<file path="config.mk">
export PLATFORM = sky130hd
export DESIGN_NAME = cwors_top
export DESIGN_NICKNAME = d
export VERILOG_FILES = /design/src/cwors_pkg.sv /design/src/cwors_hold_timer.sv /design/src/cwors_top.sv
export SDC_FILE = /design/constraint.sdc
export NUM_CORES = 1
export LEC_CHECK = 0
export BUFFER_PORTS_ARGS = -buffer_cell sky130_fd_sc_hd__buf_2
export CAP_MARGIN = 30
export CELL_PAD_IN_SITES_DETAIL_PLACEMENT = 0
export CELL_PAD_IN_SITES_GLOBAL_PLACEMENT = 1
export CORE_ASPECT_RATIO = 2
export CORE_UTILIZATION = 39
export CTS_BUF_LIST = sky130_fd_sc_hd__clkbuf_8
export CTS_CLUSTER_SIZE = 25
export DETAILED_ROUTE_END_ITERATION = 8
export GPL_TIMING_DRIVEN = 0
export PLACE_DENSITY_LB_ADDON = 0.12
export SLEW_MARGIN = 15
export SYNTH_ARGS = -nofsm -noshare
export SYNTH_HDL_FRONTEND = slang
export SYNTH_SLANG_ARGS = --single-unit
</file>
<file path="constraint.sdc">
create_clock -name SYS_CLK -period 2.7 [get_ports SYS_CLK]
set_clock_uncertainty 0.1 [all_clocks]
set_input_delay 0.135 -clock SYS_CLK [delete_from_list [all_inputs] [get_ports SYS_CLK]]
set_output_delay 0.135 -clock SYS_CLK [all_outputs]
set_load 0.02 [all_outputs]
</file>
<file path="src/cwors_pkg.sv">
// cwors_pkg: constants, types and decode helpers of the config word / oscillator / reset block
package cwors_pkg;

	// ************************************************************
	// timing
	// ************************************************************
	// watchdog rc period is nominal only; the rc drifts over supply and temperature
	localparam int RC_PERIOD_NS    = 1000;
	localparam int HOLD_LONG_MS     = 18;
	localparam int HOLD_SHORT_US    = 1125;
	localparam int NS_PER_MS        = 1000000;
	localparam int NS_PER_US        = 1000;
	localparam int HOLD_LONG_TICKS  = (HOLD_LONG_MS * NS_PER_MS + RC_PERIOD_NS - 1) / RC_PERIOD_NS;
	localparam int HOLD_SHORT_TICKS = (HOLD_SHORT_US * NS_PER_US + RC_PERIOD_NS - 1) / RC_PERIOD_NS;
	localparam int CNT_W           = 16;
	typedef logic [CNT_W-1:0] cwors_cnt_t;

	// ************************************************************
	// configuration word layout
	// ************************************************************
	localparam int CFG_W = 12;
	typedef logic [CFG_W-1:0] cwors_cfg_t;
	localparam cwors_cfg_t UNIMP8_MASK  = 12'hfc0;
	localparam cwors_cfg_t UNIMP14_MASK = 12'hf80;
	localparam int P8_FREQ      = 5;
	localparam int P8_RPEN      = 4;
	localparam int P8_PROT      = 3;
	localparam int P8_WDEN      = 2;
	localparam int P8_FOSC_MSB  = 1;
	localparam int P14_FREQ     = 6;
	localparam int P14_RPEN     = 5;
	localparam int P14_PROT     = 4;
	localparam int P14_WDEN     = 3;
	localparam int P14_FOSC_MSB = 2;
	localparam int FOSC_LSB     = 0;

	localparam logic [1:0] F8_LOWP = 2'h0;
	localparam logic [1:0] F8_STD  = 2'h1;
	localparam logic [1:0] F8_INT  = 2'h2;
	localparam logic [2:0] F14_LOWP  = 3'h0;
	localparam logic [2:0] F14_STD   = 3'h1;
	localparam logic [2:0] F14_FAST  = 3'h2;
	localparam logic [2:0] F14_EXTC  = 3'h3;
	localparam logic [2:0] F14_INTIO = 3'h4;
	localparam logic [2:0] F14_INTCO = 3'h5;
	localparam logic [2:0] F14_RCIO  = 3'h6;

	typedef enum logic [2:0] {
		LOW_POWER_CRYSTAL, STANDARD_CRYSTAL, HIGH_SPEED_CRYSTAL,
		EXTERNAL_CLOCK_IN, INTERNAL_OSC, EXTERNAL_RC_OSC
	} cwors_osc_e;

	typedef enum logic [2:0] {ST_CAPTURE, ST_LOAD, ST_HOLD, ST_EXT, ST_RUN} cwors_state_e;

	typedef struct packed {
		cwors_osc_e mode;
		logic       hold_long;
		logic       clock_out_pin_fn;
		logic       port_bit_osc_out_pin;
	} cwors_osc_s;

	typedef struct packed {
		logic       int_osc_freq_sel;
		logic       ext_reset_pin_en;
		logic       code_protect_n;
		logic       watchdog_en;
		cwors_osc_s osc;
	} cwors_dec_s;

	typedef struct packed {
		logic       por_pend;
		logic       ext_reset_pin_en;
		logic       watchdog_en;
		logic       code_protect_n;
		logic       var14;
		logic       timer_done;
		logic       core_run;
		logic       port_bit_osc_out_pin;
		logic       clock_out_pin_fn;
		logic       hold_long;
		cwors_osc_e mode;
	} cwors_stat_s;

	// ************************************************************
	// register bus
	// ************************************************************
	typedef logic [31:0] cwors_word_t;
	localparam logic [7:0] REG_CFG    = 8'h00;
	localparam logic [7:0] REG_STAT   = 8'h04;
	localparam logic [7:0] REG_CTRL   = 8'h08;
	localparam int         CTRL_SOFT  = 0;
	localparam int         HTRANS_ACT = 1;
	localparam logic       HRESP_OKAY = 1'h0;

	function automatic cwors_osc_s osc_set(cwors_osc_e m, logic lng, logic co, logic pb);
		cwors_osc_s o;
		o.mode             = m;
		o.hold_long        = lng;
		o.clock_out_pin_fn = co;
		o.port_bit_osc_out_pin    = pb;
		return o;
	endfunction

	function automatic cwors_dec_s decode(cwors_cfg_t w, logic v14);
		cwors_dec_s d;
		d.int_osc_freq_sel = v14 ? w[P14_FREQ] : w[P8_FREQ];
		d.ext_reset_pin_en = v14 ? w[P14_RPEN] : w[P8_RPEN];
		d.code_protect_n   = v14 ? w[P14_PROT] : w[P8_PROT];
		d.watchdog_en      = v14 ? w[P14_WDEN] : w[P8_WDEN];
		if (v14) begin
			case (w[P14_FOSC_MSB:FOSC_LSB])
				F14_LOWP:  d.osc = osc_set(LOW_POWER_CRYSTAL, 1'h1, 1'h0, 1'h0);
				F14_STD:   d.osc = osc_set(STANDARD_CRYSTAL, 1'h1, 1'h0, 1'h0);
				F14_FAST:  d.osc = osc_set(HIGH_SPEED_CRYSTAL, 1'h1, 1'h0, 1'h0);
				F14_EXTC:  d.osc = osc_set(EXTERNAL_CLOCK_IN, 1'h0, 1'h0, 1'h1);
				F14_INTIO: d.osc = osc_set(INTERNAL_OSC, 1'h0, 1'h0, 1'h1);
				F14_INTCO: d.osc = osc_set(INTERNAL_OSC, 1'h0, 1'h1, 1'h0);
				F14_RCIO:  d.osc = osc_set(EXTERNAL_RC_OSC, 1'h0, 1'h0, 1'h1);
				default:   d.osc = osc_set(EXTERNAL_RC_OSC, 1'h0, 1'h1, 1'h0);
			endcase
		end else begin
			case (w[P8_FOSC_MSB:FOSC_LSB])
				F8_LOWP: d.osc = osc_set(LOW_POWER_CRYSTAL, 1'h1, 1'h0, 1'h0);
				F8_STD:  d.osc = osc_set(STANDARD_CRYSTAL, 1'h1, 1'h0, 1'h0);
				F8_INT:  d.osc = osc_set(INTERNAL_OSC, 1'h0, 1'h0, 1'h1);
				default: d.osc = osc_set(EXTERNAL_RC_OSC, 1'h0, 1'h0, 1'h1);
			endcase
		end
		return d;
	endfunction

	function automatic cwors_cfg_t readback(cwors_cfg_t w, logic v14);
		return w | (v14 ? UNIMP14_MASK : UNIMP8_MASK);
	endfunction

endpackage

</file>
<file path="src/cwors_hold_timer.sv">
// cwors_hold_timer: reset hold timer counting ticks of the watchdog rc oscillator
module cwors_hold_timer #(
	parameter cwors_pkg::cwors_cnt_t LONG_TICKS  = cwors_pkg::cwors_cnt_t'(cwors_pkg::HOLD_LONG_TICKS),
	parameter cwors_pkg::cwors_cnt_t SHORT_TICKS = cwors_pkg::cwors_cnt_t'(cwors_pkg::HOLD_SHORT_TICKS)
) (
	input  wire logic clk,      // system clock
	input  wire logic rst_n,    // async reset, active low
	input  wire logic start,    // restart the count
	input  wire logic use_long, // long delay for crystal modes
	input  wire logic tick,     // one rc period elapsed
	output logic      done      // delay has elapsed
);
	cwors_pkg::cwors_cnt_t cnt_q;
	cwors_pkg::cwors_cnt_t tgt_q;
	cwors_pkg::cwors_cnt_t cnt_inc;
	logic                  done_q;

	assign cnt_inc = cnt_q + cwors_pkg::cwors_cnt_t'(1);
	assign done    = done_q;

	always_ff @(posedge clk or negedge rst_n) begin
		if (!rst_n) begin
			cnt_q  <= '0;
			tgt_q  <= SHORT_TICKS;
			done_q <= 1'h0;
		end else if (start) begin
			cnt_q  <= '0;
			tgt_q  <= use_long ? LONG_TICKS : SHORT_TICKS;
			done_q <= 1'h0;
		end else if (tick && !done_q) begin
			cnt_q  <= cnt_inc;
			done_q <= (cnt_inc >= tgt_q);
		end
	end
endmodule // cwors_hold_timer

</file>
<file path="src/cwors_top.sv">
// cwors_top: configuration word decoder, reset hold sequencing and register slave

// How it works
// - a 12-bit configuration word selects oscillator, watchdog, reset pin, protection, frequency
// - 8-pin variant: word bits 11..6 read back as ones
// - 14-pin variant: word bits 11..7 read back as ones
// - frequency select bit chooses 8 MHz when set, 4 MHz when clear
// - reset pin enable: pin is active-low reset, else plain input
// - protection bit set disables code protection, clear enables it
// - watchdog enable bit alone turns the watchdog on or off
// - watchdog runs from its own rc oscillator, whatever the system clock
// - 8-pin codes: low-power, standard crystal long delay; internal, rc short
// - 14-pin codes 000..010: three crystal modes, long delay
// - 14-pin code 011: external clock, short delay, second pin is port
// - 14-pin codes 100, 101: internal oscillator; port bit or clock out
// - 14-pin codes 110, 111: external rc; port bit or clock out
// - crystal modes: hold timer runs after every reset
// - other modes: short hold delay only at power-up
// - two oscillator bits on 8-pin, three selecting six modes on 14-pin
module cwors_top #(
	parameter cwors_pkg::cwors_cnt_t LONG_TICKS  = cwors_pkg::cwors_cnt_t'(cwors_pkg::HOLD_LONG_TICKS),
	parameter cwors_pkg::cwors_cnt_t SHORT_TICKS = cwors_pkg::cwors_cnt_t'(cwors_pkg::HOLD_SHORT_TICKS)
) (
	input  wire logic              SYS_CLK,          // 40 MHz system clock
	input  wire logic              RESET_N,          // power-on reset, async
	input  wire logic [11:0]       CFG_WORD,         // nonvolatile configuration word
	input  wire logic              VARIANT_14,       // strap: 1 = 14-pin variant
	input  wire logic              WDOG_RC_CLK,      // watchdog rc oscillator
	input  wire logic              EXT_RESET_N_PIN,  // shared reset / port pin
	input  wire logic              HSEL,             // slave select
	input  wire logic [31:0]       HADDR,            // byte address
	input  wire logic [1:0]        HTRANS,           // transfer type
	input  wire logic              HWRITE,           // write when high
	input  wire logic [2:0]        HSIZE,            // word only
	input  wire logic [31:0]       HWDATA,           // write data
	input  wire logic              HREADY,           // bus ready
	output logic                   HREADYOUT,        // slave ready
	output logic                   HRESP,            // always okay
	output logic [31:0]            HRDATA,           // read data
	output logic                   CORE_RESET_N,     // core reset, active low
	output cwors_pkg::cwors_osc_e  OSC_MODE,         // selected oscillator
	output logic                   INT_OSC_FREQ_SEL, // 1 = 8 MHz internal
	output logic                   EXT_RESET_PIN_EN, // pin acts as reset
	output logic                   CODE_PROTECT_N,   // 0 = protection on
	output logic                   WATCHDOG_EN,      // watchdog enabled
	output logic                   WATCHDOG_TICK,    // watchdog count pulse
	output logic                   CLOCK_OUT_PIN_FN, // second pin drives clock out
	output logic                   PORT_BIT_OSC_OUT_PIN,    // second pin is port bit
	output logic                   PORT_BIT_RESET_PIN // shared pin input value, held high while the pin acts as reset
);
	// ************************************************************
	// synchronisers
	// ************************************************************
	logic                    e1_q, e2_q, e3_q, pin_f_q;
	logic                    r1_q, r2_q, r3_q, rc_f_q;
	wire                     rc_tick = (r2_q == r3_q) && r2_q && !rc_f_q;

	always_ff @(posedge SYS_CLK or negedge RESET_N) begin
		if (!RESET_N) begin
			{e1_q, e2_q, e3_q, pin_f_q} <= 4'hf;
			{r1_q, r2_q, r3_q, rc_f_q}  <= 4'h0;
		end else begin
			{e1_q, e2_q, e3_q} <= {EXT_RESET_N_PIN, e1_q, e2_q};
			{r1_q, r2_q, r3_q} <= {WDOG_RC_CLK, r1_q, r2_q};
			if (e2_q == e3_q)
				pin_f_q <= e2_q;
			if (r2_q == r3_q)
				rc_f_q <= r2_q;
		end
	end

	// ************************************************************
	// configuration capture and decode
	// ************************************************************
	cwors_pkg::cwors_state_e state_q, state_d;
	cwors_pkg::cwors_dec_s   dec_q;
	cwors_pkg::cwors_cfg_t   rb_q;
	logic                    var14_q;
	logic                    cfg_ok_q;
	logic                    por_pend_q;
	logic                    soft_pulse_q;
	logic                    core_rel_q;
	logic                    wdog_tick_q;
	logic                    prt_q;
	logic                    timer_done;
	wire                     capture    = (state_q == cwors_pkg::ST_CAPTURE);
	wire                     ext_active = dec_q.ext_reset_pin_en && !pin_f_q;
	wire                     rst_src    = cfg_ok_q && (soft_pulse_q || ext_active);
	wire                     need_timer = dec_q.osc.hold_long || por_pend_q;
	wire                     timer_start = (state_q == cwors_pkg::ST_LOAD);

	// word and variant are caught once, after power-on release only
	always_ff @(posedge SYS_CLK or negedge RESET_N) begin
		if (!RESET_N) begin
			dec_q    <= '0;
			rb_q     <= '0;
			var14_q  <= 1'h0;
			cfg_ok_q <= 1'h0;
		end else if (capture) begin
			dec_q    <= cwors_pkg::decode(CFG_WORD, VARIANT_14);
			rb_q     <= cwors_pkg::readback(CFG_WORD, VARIANT_14);
			var14_q  <= VARIANT_14;
			cfg_ok_q <= 1'h1;
		end
	end

	// ************************************************************
	// reset sequencing
	// ************************************************************
	always_comb begin
		state_d = state_q;
		case (state_q)
			cwors_pkg::ST_CAPTURE: state_d = cwors_pkg::ST_LOAD;
			cwors_pkg::ST_LOAD:    state_d = cwors_pkg::ST_HOLD;
			cwors_pkg::ST_HOLD: begin
				if (rst_src)
					state_d = cwors_pkg::ST_EXT;
				else if (timer_done)
					state_d = cwors_pkg::ST_RUN;
			end
			cwors_pkg::ST_EXT: begin
				if (!rst_src)
					state_d = need_timer ? cwors_pkg::ST_LOAD : cwors_pkg::ST_RUN;
			end
			cwors_pkg::ST_RUN: begin
				if (rst_src)
					state_d = cwors_pkg::ST_EXT;
			end
			default: state_d = cwors_pkg::ST_CAPTURE;
		endcase
	end

	always_ff @(posedge SYS_CLK or negedge RESET_N) begin
		if (!RESET_N) begin
			state_q    <= cwors_pkg::ST_CAPTURE;
			core_rel_q <= 1'h0;
			por_pend_q <= 1'h1;
		end else begin
			state_q    <= state_d;
			core_rel_q <= (state_d == cwors_pkg::ST_RUN);
			// power-up delay is owed until it has once run to the end
			if (state_q == cwors_pkg::ST_HOLD && state_d == cwors_pkg::ST_RUN)
				por_pend_q <= 1'h0;
		end
	end

	cwors_hold_timer #(
		.LONG_TICKS  (LONG_TICKS),
		.SHORT_TICKS (SHORT_TICKS)
	) u_timer (
		.clk      (SYS_CLK),
		.rst_n    (RESET_N),
		.start    (timer_start),
		.use_long (dec_q.osc.hold_long),
		.tick     (rc_tick),
		.done     (timer_done)
	);

	// watchdog counts rc ticks, never the selected system oscillator
	always_ff @(posedge SYS_CLK or negedge RESET_N) begin
		if (!RESET_N) begin
			wdog_tick_q <= 1'h0;
			prt_q       <= 1'h1;
		end else begin
			wdog_tick_q <= rc_tick && dec_q.watchdog_en;
			prt_q      <= pin_f_q || dec_q.ext_reset_pin_en;
		end
	end

	assign CORE_RESET_N       = core_rel_q;
	assign OSC_MODE           = dec_q.osc.mode;
	assign INT_OSC_FREQ_SEL   = dec_q.int_osc_freq_sel;
	assign EXT_RESET_PIN_EN   = dec_q.ext_reset_pin_en;
	assign CODE_PROTECT_N     = dec_q.code_protect_n;
	assign WATCHDOG_EN        = dec_q.watchdog_en;
	assign WATCHDOG_TICK      = wdog_tick_q;
	assign CLOCK_OUT_PIN_FN   = dec_q.osc.clock_out_pin_fn;
	assign PORT_BIT_OSC_OUT_PIN      = dec_q.osc.port_bit_osc_out_pin;
	assign PORT_BIT_RESET_PIN = prt_q;

	// ************************************************************
	// bus slave
	// ************************************************************
	// zero wait states: read data is prepared during the address phase
	cwors_pkg::cwors_stat_s stat;
	cwors_pkg::cwors_word_t rd_mux;
	cwors_pkg::cwors_word_t rdata_q;
	logic [7:0]             waddr_q;
	logic                   wpend_q;
	wire                    ahb_go   = HSEL && HREADY && HTRANS[cwors_pkg::HTRANS_ACT];
	wire [7:0]              addr_lo  = HADDR[7:0];
	wire                    addr_hi0 = (HADDR[31:8] == '0);
	wire                    ctrl_wr  = wpend_q && (waddr_q == cwors_pkg::REG_CTRL);

	assign stat.por_pend         = por_pend_q;
	assign stat.ext_reset_pin_en = dec_q.ext_reset_pin_en;
	assign stat.watchdog_en      = dec_q.watchdog_en;
	assign stat.code_protect_n   = dec_q.code_protect_n;
	assign stat.var14            = var14_q;
	assign stat.timer_done       = timer_done;
	assign stat.core_run         = core_rel_q;
	assign stat.port_bit_osc_out_pin    = dec_q.osc.port_bit_osc_out_pin;
	assign stat.clock_out_pin_fn = dec_q.osc.clock_out_pin_fn;
	assign stat.hold_long        = dec_q.osc.hold_long;
	assign stat.mode             = dec_q.osc.mode;

	assign rd_mux = !addr_hi0                      ? '0 :
			(addr_lo == cwors_pkg::REG_CFG)  ? cwors_pkg::cwors_word_t'(rb_q) :
			(addr_lo == cwors_pkg::REG_STAT) ? cwors_pkg::cwors_word_t'(stat) : '0;

	always_ff @(posedge SYS_CLK or negedge RESET_N) begin
		if (!RESET_N) begin
			rdata_q      <= '0;
			waddr_q      <= '0;
			wpend_q      <= 1'h0;
			soft_pulse_q <= 1'h0;
		end else begin
			wpend_q      <= ahb_go && HWRITE;
			waddr_q      <= addr_hi0 ? addr_lo : cwors_pkg::REG_STAT;
			soft_pulse_q <= ctrl_wr && HWDATA[cwors_pkg::CTRL_SOFT];
			if (ahb_go && !HWRITE)
				rdata_q <= rd_mux;
		end
	end

	assign HREADYOUT = 1'h1;
	assign HRESP     = cwors_pkg::HRESP_OKAY;
	assign HRDATA    = rdata_q;
endmodule // cwors_top

</file>
==> results of run 1 <==
==> state kept, by name (all words and copies together), names as in the netlist, 2 cells and up <==
register and flops:
u_timer.cnt_q 16, HRDATA 13, waddr_q 8, OSC_MODE 3, rb_q 8, state_q 3, u_timer.tgt_q 2
==> cells in the final DEF (no fill, tap or decap), types with 9 or more instances in the layout <==
master                           n
sky130_fd_sc_hd__inv_1          12
sky130_fd_sc_hd__nand2_1        29
sky130_fd_sc_hd__buf_4          23
sky130_fd_sc_hd__nor4_1          9
sky130_fd_sc_hd__xor2_1         12
sky130_fd_sc_hd__a21oi_1        16
sky130_fd_sc_hd__xnor2_1        11
sky130_fd_sc_hd__dfrtp_1        69
sky130_fd_sc_hd__nor2_1         37
sky130_fd_sc_hd__conb_1         21
sky130_fd_sc_hd__buf_2          75
sky130_fd_sc_hd__o21ai_0        14
sky130_fd_sc_hd__dlygate4sd3_1  21
sky130_fd_sc_hd__o21ai_1        11
sky130_fd_sc_hd__clkbuf_1       11
sky130_fd_sc_hd__nand3_1        11
sky130_fd_sc_hd__clkbuf_8       10
==> layer usage <==
layer | share of wire, % | wire, um | up-vias | GRT usage (%)
met1 | 38 | 3520 | 1509 | 20.8
met5 | 0 | 0 | - | 0
met3 | 3.6 | 340 | 18 | 3.19
met4 | 2.3 | 213 | 0 | 8.67
li1 | - | - | 1550 | -
met2 | 56 | 5270 | 96 | 37.0
==> worst max-delay path: stages, from the launching register on <==
cell                       delay (ns)
sky130_fd_sc_hd__dfrtp_1         0.32
sky130_fd_sc_hd__buf_2           0.19
sky130_fd_sc_hd__and4_1          0.18
sky130_fd_sc_hd__buf_2           0.17
sky130_fd_sc_hd__nand2_1         0.08
sky130_fd_sc_hd__xnor2_1         0.14
sky130_fd_sc_hd__ha_1            0.29
sky130_fd_sc_hd__a211oi_1        0.30
sky130_fd_sc_hd__o221ai_2        0.18
sky130_fd_sc_hd__a311oi_2        0.24
sky130_fd_sc_hd__o211ai_1        0.13
==> stage by stage <==
| step | hold WS (ns) | util (%) | setup slack [ns] |
|---|---|---|---|
| 2_1_floorplan | -0.261 | - | 0.515 |
| 3_3_place_gp | 0.141 | 46.9 | 0.0533 |
| 6_report | 0.0146 | 52.0 | 0.235 |
| 3_5_place_dp | -0.0719 | 47.2 | 0.105 |
| 5_1_grt | 0.0345 | 52.0 | 0.00205 |
| 4_1_cts | 0.00280 | 51.8 | 0.0433 |
==> area by class of cell <==
type,count,share of cell area [%]
repair buffers,94,12.2
clock buffers,10,2.80
inverters,10,0.764
plain buffers,39,4.94
clock inverters,6,1.66
well taps,130,3.31
multi-input cells,276,35.4
flip-flops and latches,76,38.9
==> power by group <==
group	leakage, nW	total (mW)	internal, mW	switching [mW]
clock network	0.119	0.957	0.540	0.418
logic	1.23	1.01	0.407	0.607
registers	0.968	1.53	1.36	0.167
total	2.32	3.50	2.30	1.19
==> repair_timing <==
item	4_1_cts	5_1_grt
gates resized for setup	0	4
endpoints found under the setup margin	0	1
setup buffers	0	0
hold buffers	21	0
endpoints found under the hold margin	90	0
==> worst paths after layout <==
check                                                  start                           end  depth (start not counted)
worst max register to register  u_timer.cnt_q[2]$_DFFE_PN0P_      u_timer.done$_DFFE_PN0P_                         10
worst min-delay path                               HADDR[19]          waddr_q[2]$_DFF_PN0_                          4
min in group asynchronous                            RESET_N                r1_q$_DFF_PN0_                          2
max in group asynchronous                            RESET_N  u_timer.tgt_q[5]$_DFFE_PN1N_                          3
worst min register to register                e1_q$_DFF_PN1_                e2_q$_DFF_PN1_                          0
worst max-delay path            u_timer.cnt_q[2]$_DFFE_PN0P_      u_timer.done$_DFFE_PN0P_                         10
==> cell families (layout without fill, tap and decap cells) <==
group | after synthesis | in the layout | share of synthesized area, %
other cells | 2 | 21 | 0.196
mux | 16 | 16 | 4.43
buf+inv | 49 | 159 | 7.30
simple gates | 138 | 138 | 19.2
fa+ha+maj | 9 | 9 | 2.87
flops | 76 | 76 | 49.8
compound gates | 69 | 69 | 11.0
xor+xnor | 23 | 23 | 5.25
==> flow_metrics.env, run 1 <==
export IMPL_run_status="finished, final reports clean"
export IMPL_first_pass_iters=4
export IMPL_synth_top_flop_cell="sky130_fd_sc_hd__dfrtp_1"
export IMPL_slew_viol_final=0
export IMPL_fill_cells=917
export IMPL_remaining_drc_errors=0
export IMPL_power_leakage_nw=2.32
export IMPL_clock_latency_of_the_later_clocked_register_in_the_worst_skew_pair_ns=0.35
export IMPL_final_setup_viol_count=0
export IMPL_worstSetupEndpointType="flip-flop"
export IMPL_p_total_mw=3.50
export IMPL_dp_hpwl_um=6980
export IMPL_worst_r2r_setup_slack_ns=0.23
export IMPL_placementRows=50
export IMPL_grt_start_max_net_pins=62
export IMPL_hold_path_class="in -> reg"
export IMPL_finalWeightedCongestion=0.828
export IMPL_rsz_0062_raised_after_global_routing="false"
export IMPL_ys_ff_latch=76
export IMPL_num_vias=3173
export IMPL_coreArea_mm2=0.00945
export IMPL_synth_warning_count=0
export IMPL_number_of_instances_in_the_placed_design=604
export IMPL_mappedNetlistArea_mm2=0.00384
export IMPL_synthMostInstantiatedCell="sky130_fd_sc_hd__dfrtp_1"
export IMPL_synth_area_leaders="sky130_fd_sc_hd__dfrtp_1, sky130_fd_sc_hd__dfstp_2, sky130_fd_sc_hd__buf_4"
export IMPL_die_height_um=142
export IMPL_max_freq_ghz=0.406
export IMPL_instances_no_fill=641
export IMPL_tightest_slew_ns=0.691
export IMPL_timing_max_slew_rel_slack_pct=53.4
export IMPL_vias_in_the_first_global_route=3137
export IMPL_critical_path_max_fanout=8
export IMPL_synth_seq_area_share_pct=49.8
export IMPL_worst_setup_path_start_kind="flip-flop"
export IMPL_grt_pass1_wl_um=15400
export IMPL_cts_root_buffer_cell="sky130_fd_sc_hd__clkbuf_8"
export IMPL_layout_cell_area_non_filler_mm2=0.00491
export IMPL_postSynthCellCount=382
export IMPL_insertedDiodeCount=0
export IMPL_fp_dieW_um=72.2
export IMPL_cap_viol_max_count=0
export IMPL_crit_type="reg -> reg"
export IMPL_post_drt_via_cell_ratio=4.95
export IMPL_antenna_left=0
export IMPL_grt_overflow_total=0
export IMPL_synth_async_reset_ratio_pct=100
export IMPL_post_dp_cell_area_mm2=0.00446
export IMPL_clock_tree_from_tritoncts="built"
export IMPL_timing_critical_path_required_ns=2.82
export IMPL_antenna_found_initial=0
export IMPL_area_growth_pct=28.0
export IMPL_global_route_usage_total_pct=19.7
export IMPL_clock_tree_htree_level_count=3
export IMPL_initial_utilization_pct=40.6
export IMPL_synth_enable_flop_cells=0
export IMPL_drive_gt1_share_pct=27.4
export IMPL_routed_wire_length_per_instance_um=14.6
export IMPL_regArea_mm2=0.00191
export IMPL_worst_endpoint_arrival_ns=2.58
export IMPL_setup_tns_ns=0
export IMPL_cts_buffers=9
export IMPL_final_wirelength_um=9340
export IMPL_count_of_routing_violations_after_the_opening_detailed_route_iteration=118
export IMPL_area_share_of_the_largest_cell_type_after_synthesis_pct=45.0
export IMPL_design_final_nets=603
export IMPL_pwr_density_cell_mw_per_mm2=712
export IMPL_cts_max_path_buffers=2
export IMPL_clock_sink_count=76
export IMPL_synthTopCellsByCount="sky130_fd_sc_hd__dfrtp_1, sky130_fd_sc_hd__nor2_1, sky130_fd_sc_hd__nand2_1"
export IMPL_syn_area_per_cell_um2=10.0
export IMPL_min_period_over_period_pct=91.3
export IMPL_footprint_of_the_multi_input_gates_mm2=0.00174
export IMPL_final_hold_violation_count=0
export IMPL_clk_pin_slew_ns=0.08
export IMPL_synth_largest_area_cell="sky130_fd_sc_hd__dfrtp_1"
export IMPL_die_area_mm2=0.0103
export IMPL_buffer_ports_inserted=72
export IMPL_layout_min_cycle_time_ns=2.47
export IMPL_vdd_drop_max_mv=0.480
export IMPL_io_pin_count=135
export IMPL_yosysUniqueCellTypes=53
No activity file was read; power rests on OpenSTA's default activity.
==> run 2: changes to the inputs <==
--- a/config.mk
+++ b/config.mk
@@ -10,7 +10,7 @@
 export CELL_PAD_IN_SITES_DETAIL_PLACEMENT = 0
 export CELL_PAD_IN_SITES_GLOBAL_PLACEMENT = 1
 export CORE_ASPECT_RATIO = 2
-export CORE_UTILIZATION = 39
+export CORE_UTILIZATION = 35
 export CTS_BUF_LIST = sky130_fd_sc_hd__clkbuf_8
 export CTS_CLUSTER_SIZE = 25
 export DETAILED_ROUTE_END_ITERATION = 8
==> constraint.sdc (replaced) <==
create_clock -name SYS_CLK -period 2 [get_ports SYS_CLK]
set_clock_uncertainty 0.1 [all_clocks]
set_input_delay 0.1 -clock SYS_CLK [delete_from_list [all_inputs] [get_ports SYS_CLK]]
set_output_delay 0.1 -clock SYS_CLK [all_outputs]
set_load 0.02 [all_outputs]
==> flow_metrics.env, run 2 (synthesis gave the netlist of run 1 again) <==
export IMPL_run_status="finished with violations"
export IMPL_failed_checks="negative setup slack"
export IMPL_clk_pin_slew_ns=0.08
export IMPL_first_pass_iters=4
export IMPL_timing_critical_path_required_ns=2.13
export IMPL_clock_latency_of_the_later_clocked_register_in_the_worst_skew_pair_ns=0.36
export IMPL_fp_dieW_um=76.1
export IMPL_insertedDiodeCount=0
export IMPL_mostFrequentLayoutCells="sky130_fd_sc_hd__buf_2, sky130_fd_sc_hd__dfrtp_1, sky130_fd_sc_hd__buf_4, sky130_fd_sc_hd__nor2_1, sky130_fd_sc_hd__nand2_1"
export IMPL_coreArea_mm2=0.0106
export IMPL_drive_gt1_share_pct=32.6
export IMPL_area_growth_pct=34.5
export IMPL_clockPowerShare_pct=30.6
export IMPL_buffer_ports_inserted=72
export IMPL_rsz_0062_raised_after_global_routing="true"
export IMPL_clock_tree_htree_level_count=3
export IMPL_tightest_slew_ns=0.696
export IMPL_critical_path_max_fanout=4
export IMPL_initial_utilization_pct=36.2
export IMPL_cap_viol_max_count=0
export IMPL_switching_share_pct=33.0
export IMPL_min_period_over_period_pct=113
export IMPL_r2r_worst_path_cells=8
export IMPL_timing_max_slew_rel_slack_pct=53.1
export IMPL_final_hold_violation_count=0
export IMPL_hold_path_class="in -> async"
export IMPL_fill_cells=1073
export IMPL_vias_in_the_first_global_route=3265
export IMPL_post_dp_cell_area_mm2=0.00449
export IMPL_final_wirelength_um=10000
export IMPL_clock_tree_from_tritoncts="built"
export IMPL_grt_overflow_total=0
export IMPL_placementRows=53
export IMPL_finalWeightedCongestion=0.836
export IMPL_layout_cell_area_non_filler_mm2=0.00516
export IMPL_num_vias=3263
export IMPL_regToRegStartpoint="u_timer.cnt_q[0]$_DFFE_PN0P_"
export IMPL_critPathBufInv=1
export IMPL_dp_hpwl_um=7240
export IMPL_final_common_cell="sky130_fd_sc_hd__buf_2"
export IMPL_fin_ws_ns=-0.265
export IMPL_io_pin_count=135
export IMPL_timing_critical_path_depth=8
export IMPL_pwr_density_cell_mw_per_mm2=992
export IMPL_slowest_delay_ns=0.42
export IMPL_largest_register_ffs=16
export IMPL_cts_root_buffer_cell="sky130_fd_sc_hd__clkbuf_8"
export IMPL_worstSetupEndpointType="flip-flop"
export IMPL_post_drt_via_cell_ratio=4.94
export IMPL_clock_sink_count=76
export IMPL_layout_min_cycle_time_ns=2.26
export IMPL_critical_path_s_top_delay_family="simple AND/OR/NAND/NOR gates"
export IMPL_die_area_mm2=0.0114
export IMPL_internal_power_mw=3.43
export IMPL_grt_pass1_wl_um=15700
export IMPL_p_switching_mw=1.69
export IMPL_cts_buffers=9
export IMPL_final_setup_viol_count=1
export IMPL_vdd_drop_max_mv=0.495
export IMPL_slew_viol_final=0
export IMPL_crit_startpoint="u_timer.cnt_q[0]$_DFFE_PN0P_"
export IMPL_instances_no_fill=661
export IMPL_die_height_um=150
export IMPL_count_of_routing_violations_after_the_opening_detailed_route_iteration=101
export IMPL_registers_top_by_ff_count="u_timer.cnt_q"
export IMPL_worst_r2r_setup_slack_ns=-0.26
export IMPL_r2r_end="u_timer.done$_DFFE_PN0P_"
export IMPL_timing_critical_path_cells="buf_4, nand4_1, or2_2, nor2_1, xor2_1, ha_1, o2111ai_1, o211ai_1"
export IMPL_crit_type="reg -> reg"
export IMPL_power_leakage_nw=2.43
export IMPL_grt_start_max_net_pins=61
export IMPL_antenna_left=0
export IMPL_antenna_found_initial=0
export IMPL_number_of_instances_in_the_placed_design=611
export IMPL_p_comb_share_pct=29.1
export IMPL_worst_endpoint_arrival_ns=2.39
export IMPL_crit_slowest_cell="sky130_fd_sc_hd__dfrtp_2"
export IMPL_cts_max_path_buffers=2
export IMPL_worst_setup_path_start_kind="flip-flop"
export IMPL_global_route_usage_total_pct=18.4
export IMPL_pwr_share_seq_pct=40.4
export IMPL_design_final_nets=616
export IMPL_routed_wire_length_per_instance_um=15.2
export IMPL_p_total_mw=5.12
export IMPL_max_freq_ghz=0.442
export IMPL_remaining_drc_errors=0
[run 2: power groups by stage]
stage	combinational (mW)	sequential, mW	clock [mW]
finish	1.49	2.07	1.56
CTS	1.48	2.05	1.61
global route	1.65	2.11	1.67
global placement	1.31	2.08	0
detailed placement	1.34	2.09	0
floorplan	0.801	2.15	0
[run 2: how the worst max path moves through the flow]
stage / end / slack, ns
after global placement: u_timer.done$_DFFE_PN0P_ / -0.46
after CTS: u_timer.done$_DFFE_PN0P_ / -0.27
after detailed placement: u_timer.done$_DFFE_PN0P_ / -0.49
final: u_timer.done$_DFFE_PN0P_ / -0.26
after global routing: u_timer.done$_DFFE_PN0P_ / -0.33
after floorplan: u_timer.done$_DFFE_PN0P_ / -0.11
[run 2: worst register-to-register path, stage by stage, from the launching register on]
cell,delay (ns)
sky130_fd_sc_hd__dfrtp_2,0.42
sky130_fd_sc_hd__buf_4,0.14
sky130_fd_sc_hd__nand4_1,0.20
sky130_fd_sc_hd__or2_2,0.40
sky130_fd_sc_hd__nor2_1,0.14
sky130_fd_sc_hd__xor2_1,0.19
sky130_fd_sc_hd__ha_1,0.25
sky130_fd_sc_hd__o2111ai_1,0.17
sky130_fd_sc_hd__o211ai_1,0.12
[run 2: area by class of cell]
type	count	area, um2	share of cell area (%)
timing repair buffer	111	731	14.2
clock buffer	9	124	2.40
buffer	35	231	4.48
clock inverter	7	148	2.86
multi-input combinational	276	1800	35.0
sequential	76	1910	37.1
inverter	10	37.5	0.727
tap	137	171	3.32
[run 2: stage by stage]
| stage | setup TNS [ns] | util [%] | setup WS, ns | hold WS, ns |
|---|---|---|---|---|
| 3_3_place_gp | -0.704 | 42.0 | -0.462 | 0.107 |
| 4_1_cts | -0.274 | 48.2 | -0.274 | 0.0453 |
| 5_1_grt | -0.335 | 48.6 | -0.327 | 0.0453 |
| 3_5_place_dp | -0.681 | 42.3 | -0.492 | -0.107 |
| 2_1_floorplan | -0.112 | - | -0.112 | -0.296 |
| 6_report | -0.265 | 48.6 | -0.265 | 0.0494 |
[run 2: routing by layer]
layer	wire, um	global-route usage (%)	vias to the layer above
li1	-	-	1571
met1	3530	16.6	1578
met2	5760	37.3	90
met3	362	3.33	24
met4	371	10.8	0
met5	0	0	-
[run 2: what timing repair did]
| item | CTS | global route |
|---|---|---|
| endpoints found under the hold margin | 101 | 0 |
| gates cloned | 0 | 1 |
| endpoints found under the setup margin | 10 | 23 |
| pin swaps | 7 | 8 |
| hold buffers | 22 | 0 |
| gates resized for setup | 14 | 13 |
| buffers inserted | 11 | 4 |
